File: src/vdc_pkg.sv
// constants, register map and carrier types for the video decoder control register bank
// assumes word-aligned AHB-Lite access: byte address is four times the register index
package vdc_pkg;

    localparam int unsigned IDX_W = 7;
    localparam int unsigned NREG = 128;

    // register indexes; byte address = index * 4
    localparam logic [6:0] R_MAIN = 7'h00;
    localparam logic [6:0] R_GAIN_CTL = 7'h02;
    localparam logic [6:0] R_GAIN_TH_LO = 7'h03;
    localparam logic [6:0] R_GAIN_TH_HI_SW = 7'h04;
    localparam logic [6:0] R_HSYNC_TH = 7'h05;
    localparam logic [6:0] R_DET_MISC = 7'h06;
    localparam logic [6:0] R_BURST_TH = 7'h08;
    localparam logic [6:0] R_COMB_CFG = 7'h09;
    localparam logic [6:0] R_PAL_SW = 7'h0c;
    localparam logic [6:0] R_STD_STATUS = 7'h10;
    localparam logic [6:0] R_LOCK_STATUS = 7'h11;
    localparam logic [6:0] R_LIMIT_WIN = 7'h12;
    localparam logic [6:0] R_CFG_A = 7'h13;
    localparam logic [6:0] R_CFG_B = 7'h14;
    localparam logic [6:0] R_OFFS_CTL = 7'h15;
    localparam logic [6:0] R_BLANK_TRK = 7'h17;
    localparam logic [6:0] R_LEVEL_TRK = 7'h18;
    localparam logic [6:0] R_GAIN_RB = 7'h20;
    localparam logic [6:0] R_SYNC_LO = 7'h21;
    localparam logic [6:0] R_BLANK_LO = 7'h22;
    localparam logic [6:0] R_OFFS_B0 = 7'h23;
    localparam logic [6:0] R_OFFS_B1 = 7'h24;
    localparam logic [6:0] R_OFFS_UP = 7'h25;
    localparam logic [6:0] R_LEVEL_HI = 7'h26;
    localparam logic [6:0] R_PANEL_STD = 7'h29;
    localparam logic [6:0] R_PANEL_PIN = 7'h2a;
    localparam logic [6:0] R_COLOUR_RNG = 7'h2b;
    localparam logic [6:0] R_HUE_LO = 7'h2c;
    localparam logic [6:0] R_SATURATION = 7'h2d;
    localparam logic [6:0] R_CONTRAST = 7'h2e;
    localparam logic [6:0] R_BRIGHTNESS = 7'h2f;
    localparam logic [6:0] R_INT_ENABLE = 7'h30;
    localparam logic [6:0] R_INT_FLAGS = 7'h31;
    localparam logic [6:0] R_HUE_HI = 7'h33;
    localparam logic [6:0] R_LINELOCK = 7'h3b;
    localparam logic [6:0] R_PIN_OUT = 7'h7a;

    // field positions
    localparam int unsigned B_DUAL_EN = 5;
    localparam int unsigned B_AUTO_GAIN = 1;
    localparam int unsigned B_PIN_SRC = 2;
    localparam int unsigned B_MONO = 7;
    localparam int unsigned B_PANEL_EN = 3;
    localparam int unsigned B_PEDESTAL = 2;
    localparam int unsigned B_COLOURED = 0;
    localparam int unsigned B_SW_RATE = 7;
    localparam int unsigned B_HW_RATE = 6;
    localparam int unsigned B_FREEZE = 5;
    localparam int unsigned B_OFFS_DIS = 4;
    localparam int unsigned B_OFFS_TRK = 0;
    localparam int unsigned B_EDGE = 3;
    localparam int unsigned B_FLYWHEEL = 2;
    localparam int unsigned B_POLICY = 1;
    localparam int unsigned B_FORCED = 0;
    localparam int unsigned B_EXT_LINES = 1;
    localparam int unsigned B_LL_DET = 5;
    localparam int unsigned B_GPO = 7;
    localparam int unsigned B_NTSC_M = 2;
    localparam int unsigned B_NTSC_443 = 3;

    // flag bit positions
    localparam int unsigned F_DET0 = 0;
    localparam int unsigned F_LOST0 = 1;
    localparam int unsigned F_CHG0 = 2;
    localparam int unsigned F_DET1 = 4;
    localparam int unsigned F_LOST1 = 5;
    localparam int unsigned F_CHG1 = 6;
    localparam logic [7:0] FLAG_MASK = 8'h77;

    // counts and levels
    localparam logic [7:0] CHROMA_MID = 8'h80;
    localparam logic [4:0] FRAMES_8 = 5'h08;
    localparam logic [4:0] FRAMES_16 = 5'h10;
    localparam logic [4:0] SWITCH_UNIT_FRAMES = 5'h08;
    localparam logic [4:0] FREEZE_FRAMES = 5'h10;
    localparam logic [3:0] PPM_PER_STEP = 4'h8;
    localparam logic [9:0] LINES_NTSC = 10'h1e0;
    localparam logic [9:0] LINES_NTSC_EXT = 10'h1e7;
    localparam logic [9:0] LINES_PAL = 10'h240;
    localparam logic [9:0] LEVEL_MAX = 10'h3ff;
    // pedestal of 7.5 ire against a 40 ire sync depth: 7.5 / 40 = 3 / 16
    localparam real PEDESTAL_IRE = 7.5;
    localparam logic [1:0] PED_MUL = 2'h3;
    localparam int unsigned PED_SHIFT = 4;

    localparam logic [2:0] C_BLACK = 3'h5;
    localparam logic [2:0] C_ROTATE = 3'h7;
    localparam logic [1:0] PIN_FIELD = 2'h0;
    localparam logic [1:0] PIN_ACTIVE = 2'h1;
    localparam logic [1:0] PIN_NO_VIDEO_INDICATOR = 2'h2;
    localparam logic [1:0] PIN_SWITCH = 2'h3;
    localparam logic [1:0] HTRANS_NONSEQ = 2'h2;

    typedef struct packed {
        logic [7:0] y;
        logic [7:0] cb;
        logic [7:0] cr;
    } vdc_pix_t;

    // panel colours: blue, red, white, green, magenta, black
    localparam vdc_pix_t [0:5] PANEL_LUT = '{
        '{8'h29, 8'hf0, 8'h6e}, '{8'h51, 8'h5a, 8'hf0}, '{8'heb, 8'h80, 8'h80},
        '{8'h91, 8'h36, 8'h22}, '{8'h6a, 8'hca, 8'hde}, '{8'h10, 8'h80, 8'h80}};

    function automatic logic is_rw(input logic [6:0] idx);
        case (idx)
            R_MAIN, R_GAIN_CTL, R_GAIN_TH_LO, R_GAIN_TH_HI_SW, R_HSYNC_TH, R_DET_MISC, R_BURST_TH,
            R_COMB_CFG, R_PAL_SW, R_LIMIT_WIN, R_CFG_A, R_CFG_B, R_OFFS_CTL, R_BLANK_TRK,
            R_LEVEL_TRK, R_OFFS_B0, R_OFFS_B1, R_OFFS_UP, R_PANEL_STD, R_PANEL_PIN, R_COLOUR_RNG,
            R_HUE_LO, R_SATURATION, R_CONTRAST, R_BRIGHTNESS, R_INT_ENABLE, R_HUE_HI, R_LINELOCK,
            R_PIN_OUT: is_rw = 1'b1;
            default: is_rw = 1'b0;
        endcase
    endfunction

    function automatic logic [7:0] rst_val(input logic [6:0] idx);
        case (idx)
            R_MAIN: rst_val = 8'h0a;
            R_GAIN_CTL: rst_val = 8'h03;
            R_GAIN_TH_LO: rst_val = 8'h63;
            R_GAIN_TH_HI_SW: rst_val = 8'h13;
            R_HSYNC_TH: rst_val = 8'h30;
            R_DET_MISC: rst_val = 8'h0b;
            R_BURST_TH: rst_val = 8'h20;
            R_LIMIT_WIN: rst_val = 8'h3f;
            R_CFG_A: rst_val = 8'h69;
            R_CFG_B: rst_val = 8'h05;
            R_OFFS_CTL: rst_val = 8'h0c;
            R_BLANK_TRK: rst_val = 8'h0a;
            R_PANEL_PIN: rst_val = 8'h02;
            R_COLOUR_RNG: rst_val = 8'h11;
            R_SATURATION: rst_val = 8'h10;
            R_CONTRAST: rst_val = 8'h80;
            default: rst_val = 8'h00;
        endcase
    endfunction

endpackage

File: src/vdc_regs.sv
// control and status register bank of one video decoder channel, with its control logic
// assumes a single AHB-Lite master on sys_clk; decoder-side inputs are on sys_clk,
// hsync_pin and switch_pin come from pins and are filtered here
//
// The AHB-Lite interface to the registers was left to the implementer.
`timescale 1ns/1ns
`default_nettype none

module vdc_regs (
    input wire logic sys_clk,
    input wire logic nrst,
    input wire logic hsel,
    input wire logic [31:0] haddr,
    input wire logic [1:0] htrans,
    input wire logic hwrite,
    input wire logic [2:0] hsize,
    input wire logic [31:0] hwdata,
    input wire logic hready,
    output logic hreadyout,
    output logic hresp,
    output logic [31:0] hrdata,
    input wire logic [9:0] adc_sample,
    input wire logic adc_valid,
    input wire logic frame_tick,
    input wire logic video_present,
    input wire logic format_change,
    input wire logic sec_video_present,
    input wire logic sec_format_change,
    input wire logic subcarrier_443,
    input wire logic hsync_pin,
    input wire logic sync_missed,
    input wire logic switch_pin,
    input wire logic field_info,
    input wire logic active_info,
    input wire logic [20:0] meas_offset,
    input wire logic [9:0] sync_level,
    input wire logic [9:0] blank_level,
    input wire logic [3:0] digital_gain,
    input wire logic [7:0] std_status,
    input wire logic non_interlace,
    input wire vdc_pkg::vdc_pix_t pix_in,
    output vdc_pkg::vdc_pix_t pix_out,
    output logic [3:0] analog_gain,
    output logic gain_updating,
    output logic switch_select,
    output logic [20:0] offset_value,
    output logic offset_tracking,
    output logic [9:0] blank_level_out,
    output logic line_tick,
    output logic line_decode_active,
    output logic linelock_check_enable,
    output logic chroma_resampler_54m,
    output logic [9:0] hue_value,
    output logic [9:0] active_lines,
    output logic status_pin,
    output logic irq
);

    typedef struct packed {
        logic [vdc_pkg::NREG-1:0][7:0] rw;
        logic [31:0] rdata;
        logic dph_wr;
        logic [6:0] dph_idx;
        logic [7:0] flags;
        logic [3:0] gain;
        logic over;
        logic gupd;
        logic [7:0] swcnt;
        logic swsel;
        logic [2:0] sw_sh;
        logic [2:0] hs_sh;
        logic swf;
        logic hsf;
        logic vp_d;
        logic svp_d;
        logic [4:0] fcnt;
        logic [2:0] rot;
        logic tracking;
        logic entered;
        logic [20:0] held;
        logic [20:0] offs;
        logic lact;
        logic ltick;
        logic llchk;
        logic rate;
        vdc_pkg::vdc_pix_t pix;
        logic [9:0] blank;
        logic [9:0] hue;
        logic [9:0] lines;
        logic spin;
        logic irq;
    } vdc_state_t;

    vdc_state_t st_reg;
    vdc_state_t st_next;

    always_comb begin
        logic [7:0] r_main, r_gain, r_thhi, r_misc, r_win, r_cfga, r_cfgb, r_pnl;
        logic [6:0] a_idx;
        logic [7:0] clr, set, rd8, period;
        logic [9:0] thresh;
        logic [20:0] mag, lim, forced;
        logic outside, hs_rise, hs_fall, dual, panel, ntsc;
        logic [4:0] need;
        logic [2:0] code;
        logic [15:0] prod;
        logic [9:0] diff;
        logic [11:0] ped;
        logic [10:0] bsum;
        st_next = st_reg;
        rd8 = 8'h00;
        r_main = st_reg.rw[vdc_pkg::R_MAIN];
        r_gain = st_reg.rw[vdc_pkg::R_GAIN_CTL];
        r_thhi = st_reg.rw[vdc_pkg::R_GAIN_TH_HI_SW];
        r_misc = st_reg.rw[vdc_pkg::R_DET_MISC];
        r_win = st_reg.rw[vdc_pkg::R_LIMIT_WIN];
        r_cfga = st_reg.rw[vdc_pkg::R_CFG_A];
        r_cfgb = st_reg.rw[vdc_pkg::R_CFG_B];
        r_pnl = st_reg.rw[vdc_pkg::R_PANEL_PIN];
        a_idx = haddr[8:2];
        dual = r_main[vdc_pkg::B_DUAL_EN];

        // bus data phase: store writes; flag clears come from the same phase
        clr = 8'h00;
        if (st_reg.dph_wr) begin
            if (vdc_pkg::is_rw(st_reg.dph_idx)) begin
                st_next.rw[st_reg.dph_idx] = hwdata[7:0];
            end
            if (st_reg.dph_idx == vdc_pkg::R_INT_FLAGS) begin
                clr = hwdata[7:0] & vdc_pkg::FLAG_MASK;
            end
        end

        // pin filters: a change counts once the second and third stages agree
        st_next.sw_sh = {st_reg.sw_sh[1:0], switch_pin};
        st_next.hs_sh = {st_reg.hs_sh[1:0], hsync_pin};
        if (st_reg.sw_sh[1] == st_reg.sw_sh[2]) begin
            st_next.swf = st_reg.sw_sh[2];
        end
        if (st_reg.hs_sh[1] == st_reg.hs_sh[2]) begin
            st_next.hsf = st_reg.hs_sh[2];
        end
        hs_rise = st_next.hsf & ~st_reg.hsf;
        hs_fall = ~st_next.hsf & st_reg.hsf;

        // status flags; a set in the clearing cycle survives
        st_next.vp_d = video_present;
        st_next.svp_d = sec_video_present;
        set = 8'h00;
        set[vdc_pkg::F_DET0] = video_present & ~st_reg.vp_d;
        set[vdc_pkg::F_LOST0] = ~video_present & st_reg.vp_d;
        set[vdc_pkg::F_CHG0] = format_change;
        set[vdc_pkg::F_DET1] = dual & sec_video_present & ~st_reg.svp_d;
        set[vdc_pkg::F_LOST1] = dual & ~sec_video_present & st_reg.svp_d;
        set[vdc_pkg::F_CHG1] = dual & sec_format_change;
        st_next.flags = (st_reg.flags & ~clr) | set;
        st_next.irq = |(st_reg.flags & st_reg.rw[vdc_pkg::R_INT_ENABLE] & vdc_pkg::FLAG_MASK);

        // frames decoded since video appeared, saturating at 16
        if (!video_present) begin
            st_next.fcnt = 5'h00;
        end else if (frame_tick && st_reg.fcnt != vdc_pkg::FRAMES_16) begin
            st_next.fcnt = st_reg.fcnt + 5'h01;
        end

        // analog gain: overload seen within a frame steps the gain down at frame end
        st_next.gupd = ~(r_cfga[vdc_pkg::B_FREEZE] && st_reg.fcnt >= vdc_pkg::FREEZE_FRAMES);
        thresh = {r_thhi[1:0], st_reg.rw[vdc_pkg::R_GAIN_TH_LO]};
        if (!r_gain[vdc_pkg::B_AUTO_GAIN]) begin
            st_next.gain = r_gain[7:4];
            st_next.over = 1'b0;
        end else if (st_reg.gupd) begin
            if (frame_tick) begin
                st_next.over = 1'b0;
                if (st_reg.over && st_reg.gain != 4'h0) begin
                    st_next.gain = st_reg.gain - 4'h1;
                end
            end else if (adc_valid && adc_sample > thresh) begin
                st_next.over = 1'b1;
            end
        end

        // dual input switching
        // widened before the add so a setting of 15 gives 128 frames instead of wrapping to 0
        period = ({4'h0, r_thhi[7:4]} + 8'h01) * {3'h0, vdc_pkg::SWITCH_UNIT_FRAMES};
        if (!dual) begin
            st_next.swsel = 1'b0;
            st_next.swcnt = 8'h00;
        end else if (r_thhi[vdc_pkg::B_PIN_SRC]) begin
            st_next.swsel = st_reg.swf;
            st_next.swcnt = 8'h00;
        end else if (frame_tick) begin
            if (st_reg.swcnt >= period - 8'h01) begin
                st_next.swcnt = 8'h00;
                st_next.swsel = ~st_reg.swsel;
            end else begin
                st_next.swcnt = st_reg.swcnt + 8'h01;
            end
        end

        // clock offset tracking and lock window
        mag = meas_offset[20] ? 21'(-meas_offset) : meas_offset;
        lim = 21'(r_win[7:4] * vdc_pkg::PPM_PER_STEP);
        outside = (r_win[7:4] == 4'h0) || (mag > lim);
        if (!video_present) begin
            st_next.entered = 1'b0;
        end else if (!outside) begin
            st_next.entered = 1'b1;
        end
        st_next.tracking = r_cfga[vdc_pkg::B_OFFS_TRK] & ~r_cfga[vdc_pkg::B_OFFS_DIS]
            & (r_cfgb[vdc_pkg::B_POLICY] ? (~st_reg.entered & outside) : outside);
        if (st_reg.tracking) begin
            st_next.held = meas_offset;
        end
        forced = {st_reg.rw[vdc_pkg::R_OFFS_UP][4:0], st_reg.rw[vdc_pkg::R_OFFS_B1],
                  st_reg.rw[vdc_pkg::R_OFFS_B0]};
        st_next.offs = st_reg.rw[vdc_pkg::R_OFFS_CTL][vdc_pkg::B_FORCED] ? forced : st_reg.held;

        // line timing
        st_next.ltick = r_cfgb[vdc_pkg::B_EDGE] ? hs_rise : hs_fall;
        if (!video_present) begin
            st_next.lact = 1'b0;
        end else if (st_reg.ltick) begin
            st_next.lact = 1'b1;
        end else if (sync_missed && !r_cfgb[vdc_pkg::B_FLYWHEEL]) begin
            st_next.lact = 1'b0;
        end

        // line-lock check start
        case (r_cfgb[5:4])
            2'h0: need = 5'h00;
            2'h1: need = vdc_pkg::FRAMES_8;
            default: need = vdc_pkg::FRAMES_16;
        endcase
        st_next.llchk = st_reg.rw[vdc_pkg::R_LINELOCK][vdc_pkg::B_LL_DET] && video_present
            && st_reg.fcnt >= need;
        st_next.rate = r_cfga[vdc_pkg::B_SW_RATE] | (r_cfga[vdc_pkg::B_HW_RATE] & subcarrier_443);

        // no-signal panel colour; rotation steps once per frame
        if (r_pnl[6:4] != vdc_pkg::C_ROTATE) begin
            st_next.rot = 3'h0;
        end else if (frame_tick) begin
            st_next.rot = (st_reg.rot == vdc_pkg::C_BLACK) ? 3'h0 : st_reg.rot + 3'h1;
        end
        if (!r_misc[vdc_pkg::B_COLOURED]) begin
            code = vdc_pkg::C_BLACK;
        end else if (r_pnl[6:4] == vdc_pkg::C_ROTATE) begin
            code = st_reg.rot;
        end else if (r_pnl[6:4] > vdc_pkg::C_BLACK - 3'h1) begin
            code = vdc_pkg::C_BLACK;
        end else begin
            code = r_pnl[6:4];
        end
        panel = ~video_present & r_misc[vdc_pkg::B_PANEL_EN];

        // pixel path
        prod = pix_in.y * st_reg.rw[vdc_pkg::R_CONTRAST];
        if (panel) begin
            st_next.pix = vdc_pkg::PANEL_LUT[code];
        end else begin
            st_next.pix.y = prod[15] ? 8'hff : prod[14:7];
            st_next.pix.cb = r_misc[vdc_pkg::B_MONO] ? vdc_pkg::CHROMA_MID : pix_in.cb;
            st_next.pix.cr = r_misc[vdc_pkg::B_MONO] ? vdc_pkg::CHROMA_MID : pix_in.cr;
        end

        // blank level with optional pedestal
        diff = (blank_level > sync_level) ? blank_level - sync_level : 10'h000;
        ped = 12'(diff * vdc_pkg::PED_MUL) >> vdc_pkg::PED_SHIFT;
        bsum = {1'b0, blank_level} + (r_misc[vdc_pkg::B_PEDESTAL] ? ped[10:0] : 11'h000);
        st_next.blank = bsum[10] ? vdc_pkg::LEVEL_MAX : bsum[9:0];

        st_next.hue = {st_reg.rw[vdc_pkg::R_HUE_HI][1:0], st_reg.rw[vdc_pkg::R_HUE_LO]};
        ntsc = std_status[vdc_pkg::B_NTSC_M] | std_status[vdc_pkg::B_NTSC_443];
        if (!ntsc) begin
            st_next.lines = vdc_pkg::LINES_PAL;
        end else begin
            st_next.lines = st_reg.rw[vdc_pkg::R_COLOUR_RNG][vdc_pkg::B_EXT_LINES]
                ? vdc_pkg::LINES_NTSC_EXT : vdc_pkg::LINES_NTSC;
        end

        // status pin
        if (!st_reg.rw[vdc_pkg::R_PIN_OUT][vdc_pkg::B_GPO]) begin
            st_next.spin = 1'b0;
        end else begin
            unique case (r_pnl[1:0])
                vdc_pkg::PIN_FIELD: st_next.spin = field_info;
                vdc_pkg::PIN_ACTIVE: st_next.spin = active_info;
                vdc_pkg::PIN_NO_VIDEO_INDICATOR: st_next.spin = ~video_present;
                vdc_pkg::PIN_SWITCH: st_next.spin = st_reg.swsel;
            endcase
        end

        // bus address phase; read data is taken from the updated copy so a write just
        // before a read to the same register is seen, except at the offset bytes 0x23 to 0x25, which read back the offset in use
        st_next.dph_wr = 1'b0;
        if (hsel && hready && htrans == vdc_pkg::HTRANS_NONSEQ) begin
            st_next.dph_wr = hwrite;
            st_next.dph_idx = a_idx;
            case (a_idx)
                vdc_pkg::R_STD_STATUS: rd8 = std_status;
                vdc_pkg::R_LOCK_STATUS: rd8 = {~st_reg.tracking, 6'h00, non_interlace};
                vdc_pkg::R_GAIN_RB: rd8 = {digital_gain, st_reg.gain};
                vdc_pkg::R_SYNC_LO: rd8 = sync_level[7:0];
                vdc_pkg::R_BLANK_LO: rd8 = blank_level[7:0];
                vdc_pkg::R_OFFS_B0: rd8 = st_reg.offs[7:0];
                vdc_pkg::R_OFFS_B1: rd8 = st_reg.offs[15:8];
                vdc_pkg::R_OFFS_UP: rd8 = {3'h0, st_reg.offs[20:16]};
                vdc_pkg::R_LEVEL_HI: rd8 = {4'h0, blank_level[9:8], sync_level[9:8]};
                vdc_pkg::R_INT_FLAGS: rd8 = st_next.flags;
                default: rd8 = vdc_pkg::is_rw(a_idx) ? st_next.rw[a_idx] : 8'h00;
            endcase
            st_next.rdata = {24'h000000, rd8};
        end
    end

    always_ff @(posedge sys_clk or negedge nrst) begin
        if (!nrst) begin
            st_reg <= '0;
            for (int i = 0; i < vdc_pkg::NREG; i++) begin
                st_reg.rw[i] <= vdc_pkg::rst_val(7'(i));
            end
            st_reg.gupd <= 1'b1;
            st_reg.lines <= vdc_pkg::LINES_PAL;
            st_reg.hue <= 10'h000;
        end else begin
            st_reg <= st_next;
        end
    end

    always_ff @(posedge sys_clk or negedge nrst) begin
        if (!nrst) begin
            hreadyout <= 1'b0;
            hresp <= 1'b0;
        end else begin
            hreadyout <= 1'b1;
            hresp <= 1'b0;
        end
    end

    assign hrdata = st_reg.rdata;
    assign pix_out = st_reg.pix;
    assign analog_gain = st_reg.gain;
    assign gain_updating = st_reg.gupd;
    assign switch_select = st_reg.swsel;
    assign offset_value = st_reg.offs;
    assign offset_tracking = st_reg.tracking;
    assign blank_level_out = st_reg.blank;
    assign line_tick = st_reg.ltick;
    assign line_decode_active = st_reg.lact;
    assign linelock_check_enable = st_reg.llchk;
    assign chroma_resampler_54m = st_reg.rate;
    assign hue_value = st_reg.hue;
    assign active_lines = st_reg.lines;
    assign status_pin = st_reg.spin;
    assign irq = st_reg.irq;

endmodule

`default_nettype wire

File: config.mk
export PLATFORM = sky130hd
export DESIGN_NAME = vdc_regs
export DESIGN_NICKNAME = d
export VERILOG_FILES = /design/src/vdc_pkg.sv /design/src/vdc_regs.sv
export SDC_FILE = /design/constraint.sdc
export NUM_CORES = 2
export LEC_CHECK = 0
export ABC_AREA = 1
export BUFFER_PORTS_ARGS = -buffer_cell sky130_fd_sc_hd__buf_4
export CORE_MARGIN = 2
export CORE_UTILIZATION = 40
export DETAILED_ROUTE_END_ITERATION = 6
export SLEW_MARGIN = 40
export SYNTH_ARGS = -nofsm -noshare
export SYNTH_HDL_FRONTEND = slang
export SYNTH_SLANG_ARGS = --single-unit
File: constraint.sdc
create_clock -name sys_clk -period 13.75 [get_ports sys_clk]
set_input_delay 2.75 -clock sys_clk [delete_from_list [all_inputs] [get_ports sys_clk]]
set_output_delay 2.75 -clock sys_clk [all_outputs]
set_load 0.02 [all_outputs]
Yosys cells after proc, flatten, opt, wreduce, memory -nomap -nowiden
Memory sizes are Yosys's and may differ from the RTL's.
Cells that the tools add are included.

word-level totals
  ROM bits = 448
  input bits = 174
  word-level logic and storage cells = 330
  memories = 3
  latch bits = 0
  bits in writable memories = 0
  output and inout bits = 122
  bits in registers = 1,186

memories
  memory            words  width  read ports  clocked after Yosys merged registers in  wr ports  RTL line         source
  (name not given)  8      24     1           0                                        0         vdc_regs.sv:259  st_next.pix = vdc_pkg::PANEL_LUT[code];
  (name not given)  128    1      1           0                                        0         vdc_pkg.sv:114   case (idx)
  (name not given)  128    1      1           0                                        0         vdc_pkg.sv:114

cells by class
  reductions and logical operators = 22
  muxes and demuxes = 58
  shifts and indexed selects = 0
  order comparisons = 11
  bitwise logic cells = 32
  eq/ne operators = 31
  multiply operators = 2
  div/mod/pow operators = 0
  add/subtract/negate cells = 9

operator list
  operator                                                                       count
  1024-bit two-way mux                                                           2
  1024-bit bitwise mux                                                           1
  8-bit two-way mux                                                              10
  8-bit one-hot mux with 10 select lines                                         1
  24-bit two-way mux                                                             3
  7-bit by 6-bit == test with 1-bit output (second input constant)               9
  8-bit binary-select mux with 7-bit select                                      1
  8-bit demux with 7-bit select                                                  1
  21-bit two-way mux                                                             2
  10-bit two-way mux                                                             3
  9-bit two-way mux                                                              3
  21-bit by 7-bit greater-than comparator with 1-bit output                      1
  3-bit two-way mux                                                              7
  21-bit negation                                                                1
  10-bit greater-than comparator                                                 2
  5-bit two-way mux                                                              4
  7-bit by 8-bit less-than comparator with 1-bit output (second input constant)  2
  8-bit by 8-bit multiplier with 16-bit output                                   1
  1-bit two-way mux                                                              15
  1-bit AND                                                                      14
  7-bit by 5-bit == test with 1-bit output (second input constant)               2
  10-bit by 2-bit multiplier with 12-bit output (second input constant)          1
  10-bit by 8-bit adder with 11-bit output                                       1
  1-bit inverter                                                                 11
  44 further kinds                                                               67

Longest topological paths before layout
  word-level depth = 11
  mapped depth = 34
  depth with buffers taken out = 34

Least setup slack after synthesis
No wires, ideal clock.

  path type = input-to-reg
  from = input pix_in[19] in the netlist's numbering
  to = register st_reg, in the netlist pix_out[22]
  data required time = 13.629 ns
  stages = 21
  path buffers = 1
  slack = 6.886 ns
  library setup time = 0.121 ns
  arrival time = 6.743 ns
  cells stage by stage = clkbuf_1 -> nand2_1 -> inv_1 -> fa_1 -> fa_1 -> inv_1 -> fa_1 -> inv_1 -> fa_1 -> ha_1 -> a21oi_1 -> o21ai_1 -> nand2_1 -> nand2_1 -> a21oi_1 -> o21ai_1 -> nand2_1 -> nand3_1 -> xor2_1 -> nand2_1 -> a22o_1

RTL lines
  what                  RTL line         source
  start, declared       vdc_regs.sv:41   input wire vdc_pkg::vdc_pix_t pix_in,
  end signal, assigned  vdc_regs.sv:326  st_reg <= st_next;
  end, declared         vdc_regs.sv:94   vdc_state_t st_reg;

==> results.md <==
- Max reg flops: 1073
- Critical path launch point type: input pin
- Slowest CP cell: fa_1
- WL met2: 72670 microns
- CTS tree: built
- Root Driver: clkbuf_16
- Post-synthesis instance total: 6658
- Worst-Margin Slew: just over 0.9 ns
- Pwr Density: 138.5 nW/um^2
- Initial antenna violation count: 4
- WL met1: 72780 microns
- Netlist cell types: 67
- Largest net degree at the start of global routing: approximately 170
- Max Buffers Root-to-Sink: 3
- Dpl hpwl: approximately 100000 microns
- Final Critical Period: ~6.5 ns
- Routed WL: 161700 microns
- WHS Path Cells: 0
- Max Cap Violations: 0
- Number of global-route vias before repair: 39847
- Async S/R FF share, synth: 100.0%
- GP Congestion: between 0.9 and 1
- Top routing layer in use: met5
- Number of CTS-inserted buffers: 132
- Worst-Skew Late Latency: between 0.7 and 0.8 ns
- Top Ports: 296
- Most frequent cells in the layout: nand2_1 (1635), dfrtp_1 (1136), inv_1 (512)
- Synth Warn #: 0
- Via-to-Cell Ratio: between 5 and 6
- CP endpoint kind: register
- Post-synthesis sequential area ratio: a little over half
- DRC: 0
- Slew margin rel.: around 40%
- CP arrival: a little over 7 ns
- DR iter-0 viols: approximately 3800
- Port bufs: ~220
- Max VDD drop: about 130 uV
- Most common cell after layout, fill and taps aside: nand2_1
- Post-CTS Setup Repair Bufs: 0
- Cell Chain, Critical Path: buf_4 -> nand2_1 -> inv_1 -> fa_1 -> fa_1 -> inv_1 -> fa_1 -> inv_1 -> fa_1 -> ha_1 -> a21oi_1 -> o21ai_1 -> nand2_1 -> nand2_1 -> a21oi_1 -> o21ai_1 -> nand2_1 -> nand3_1 -> xor2_1 -> nand2_1 -> a22o_1
- Synth area leader: dfrtp_1
- Placement Setup Slack: roughly 6.5 ns
- Die W: 378.8 microns
- CTS sink cnt: 1177
- First-pass GRT wire length: ~250000 microns
- Synthesized area: approximately 56000 sq um
- Status: completed
- Delay of the slowest cell on the worst path: approximately 0.53 ns
- Hold WC Path Type: register to register
- Fillers: ~14000
- Reg clk slew, reported paths: ~0.060 ns
- # hold bufs at CTS: 0
- Initial Utilization: slightly above 40%
- Synthesis-stage register bit count: 1177
- Final Util: between 40% and 50%
- Layout cell share with drive strength beyond 1: around 10%
- Area Growth Syn to Fin: 8.719%
- Cell mode on critical path: nand2_1
- Final setup viols: 0
- Final setup margin: roughly 7.3 ns
- Tcrit/Tclk final: between 40% and 50%
- First-pass DRT Iterations: 5
- Critical Path RT: 14.38 ns
- Met3 WL post-DR: around 11000 microns
- Synth top area share: 50.65%
- Vias: between 40000 and 50000
- Synth top area cells: dfrtp_1 (51%), nand2_1 (11%), clkbuf_1 (5.5%)
- Fmax: 0.1547 GHz
- Syn Area/Cell: around 8.4 sq um
- Hold WS: 0.3499 ns
- Final ANT Viol Nets: 0
- Final hold violation count: 0
- Total track usage: 22.54%
- Reg2reg path depth: 20
- LEAKAGE: 30.23 nW
- CORE AREA: ~140000 sq um
- Clock skew: 0.05291 ns
- Setup_tns: 0 ns
- Post-synth EDFFs: 0
- Rows: between 100 and 150
- RSZ-0062 raised after global routing: false
- Die Area: about 140000 sq um
- Crit Path Class: input pin to register
- NumNets Final: between 6000 and 7000
- Primary FF master, synth: dfrtp_1
- Routed len/inst: 20.19 microns
- Total gr overflow: 0
- Vert. Die Dim: approximately 380 microns
- Final Max Slew Viols: 0
- H-tree lvl count: 4
- Post-CTS sizing: 0
- Critical path peak fanout: 8
[synthesized netlist by cell type (62+ instances only)]
| cell type | n |
|---|---|
| o21ai_1 | 90 |
| clkbuf_1 | 830 |
| o21a_1 | 62 |
| a21oi_1 | 309 |
| buf_1 | 65 |
| buf_4 | 114 |
| ha_1 | 96 |
| nand2_1 | 1635 |
| a32o_1 | 65 |
| inv_1 | 514 |
| o21ai_0 | 327 |
| nor2_1 | 303 |
| dfrtp_1 | 1137 |
| nand3_1 | 439 |
[per-stage QoR]
stage	power (mW)	instance area, sq um	cells
3_3_place_gp	4.742	56200	7758
2_1_floorplan	4.379	56280	6686
6_report	8.456	61080	8007
5_1_grt	8.804	61070	8006
3_5_place_dp	4.758	56350	7763
4_1_cts	8.522	61040	8005
[cell families (layout without fill, tap and decap cells)]
family | after synthesis | count (layout) | synth area share, %
simple gates | 2581 | 2581 | 19.41
buf+inv | 1612 | 1056 | 11.84
flops | 1177 | 1177 | 52.52
compound gates | 1104 | 1104 | 11.98
fa+ha+maj | 134 | 134 | 3.474
xor+xnor | 40 | 40 | 0.6236
mux | 8 | 8 | 0.1425
other cells | 2 | 31 | 0.01337
[path summary, 6_finish.rpt]
path                                             start                     end  slack (ns)
worst min register to register  st_next[117]$_DFF_PN0_  st_next[118]$_DFF_PN0_        0.35
max in group asynchronous                         nrst   st_reg[596]$_DFF_PN0_        9.46
worst max register to register   st_reg[555]$_DFF_PN0_   pix_out[22]$_DFF_PN0_        8.89
worst max-delay path                        pix_in[19]   pix_out[22]$_DFF_PN0_        7.29
min in group asynchronous                         nrst   pix_out[12]$_DFF_PN0_        1.95
worst min-delay path            st_next[117]$_DFF_PN0_  st_next[118]$_DFF_PN0_        0.35
[power breakdown]
part / switching (mW) / internal, mW
Sequential: 0.0432 / 3.54
Combinational: 0.762 / 0.356
Clock: 1.53 / 2.23
[critical path, delay by kind of cell]
kind                     cells  cell delay, ns
XOR/XNOR                     1            0.44
AND/OR/NAND/NOR              6            0.51
AO/OA/AOI/OAI                5            0.92
buffers and inverters        4            0.31
adder cells (fa/ha/maj)      5            2.19
[cell type report]
cell class / count / area (sq um) / share of cell area [%]
Sequential cell: 1177 / 29500 / 48.31
Clock inverter: 45 / 805.8 / 1.319
Multi-Input combinational cell: 3897 / 20180 / 33.04
Timing Repair Buffer: 278 / 2325 / 3.806
Antenna cell: 1 / 2.502 / 0.004097
Inverter: 536 / 2037 / 3.335
Clock buffer: 197 / 3879 / 6.351
Tap cell: 1876 / 2347 / 3.843
[routing by layer]
metal	vias to the layer above	GRT usage (%)
met5	-	0
met4	4	7.884
met3	250	3.806
met2	1420	34.30
met1	20103	32.41
li1	19658	-
No activity file was read; power rests on OpenSTA's default activity.
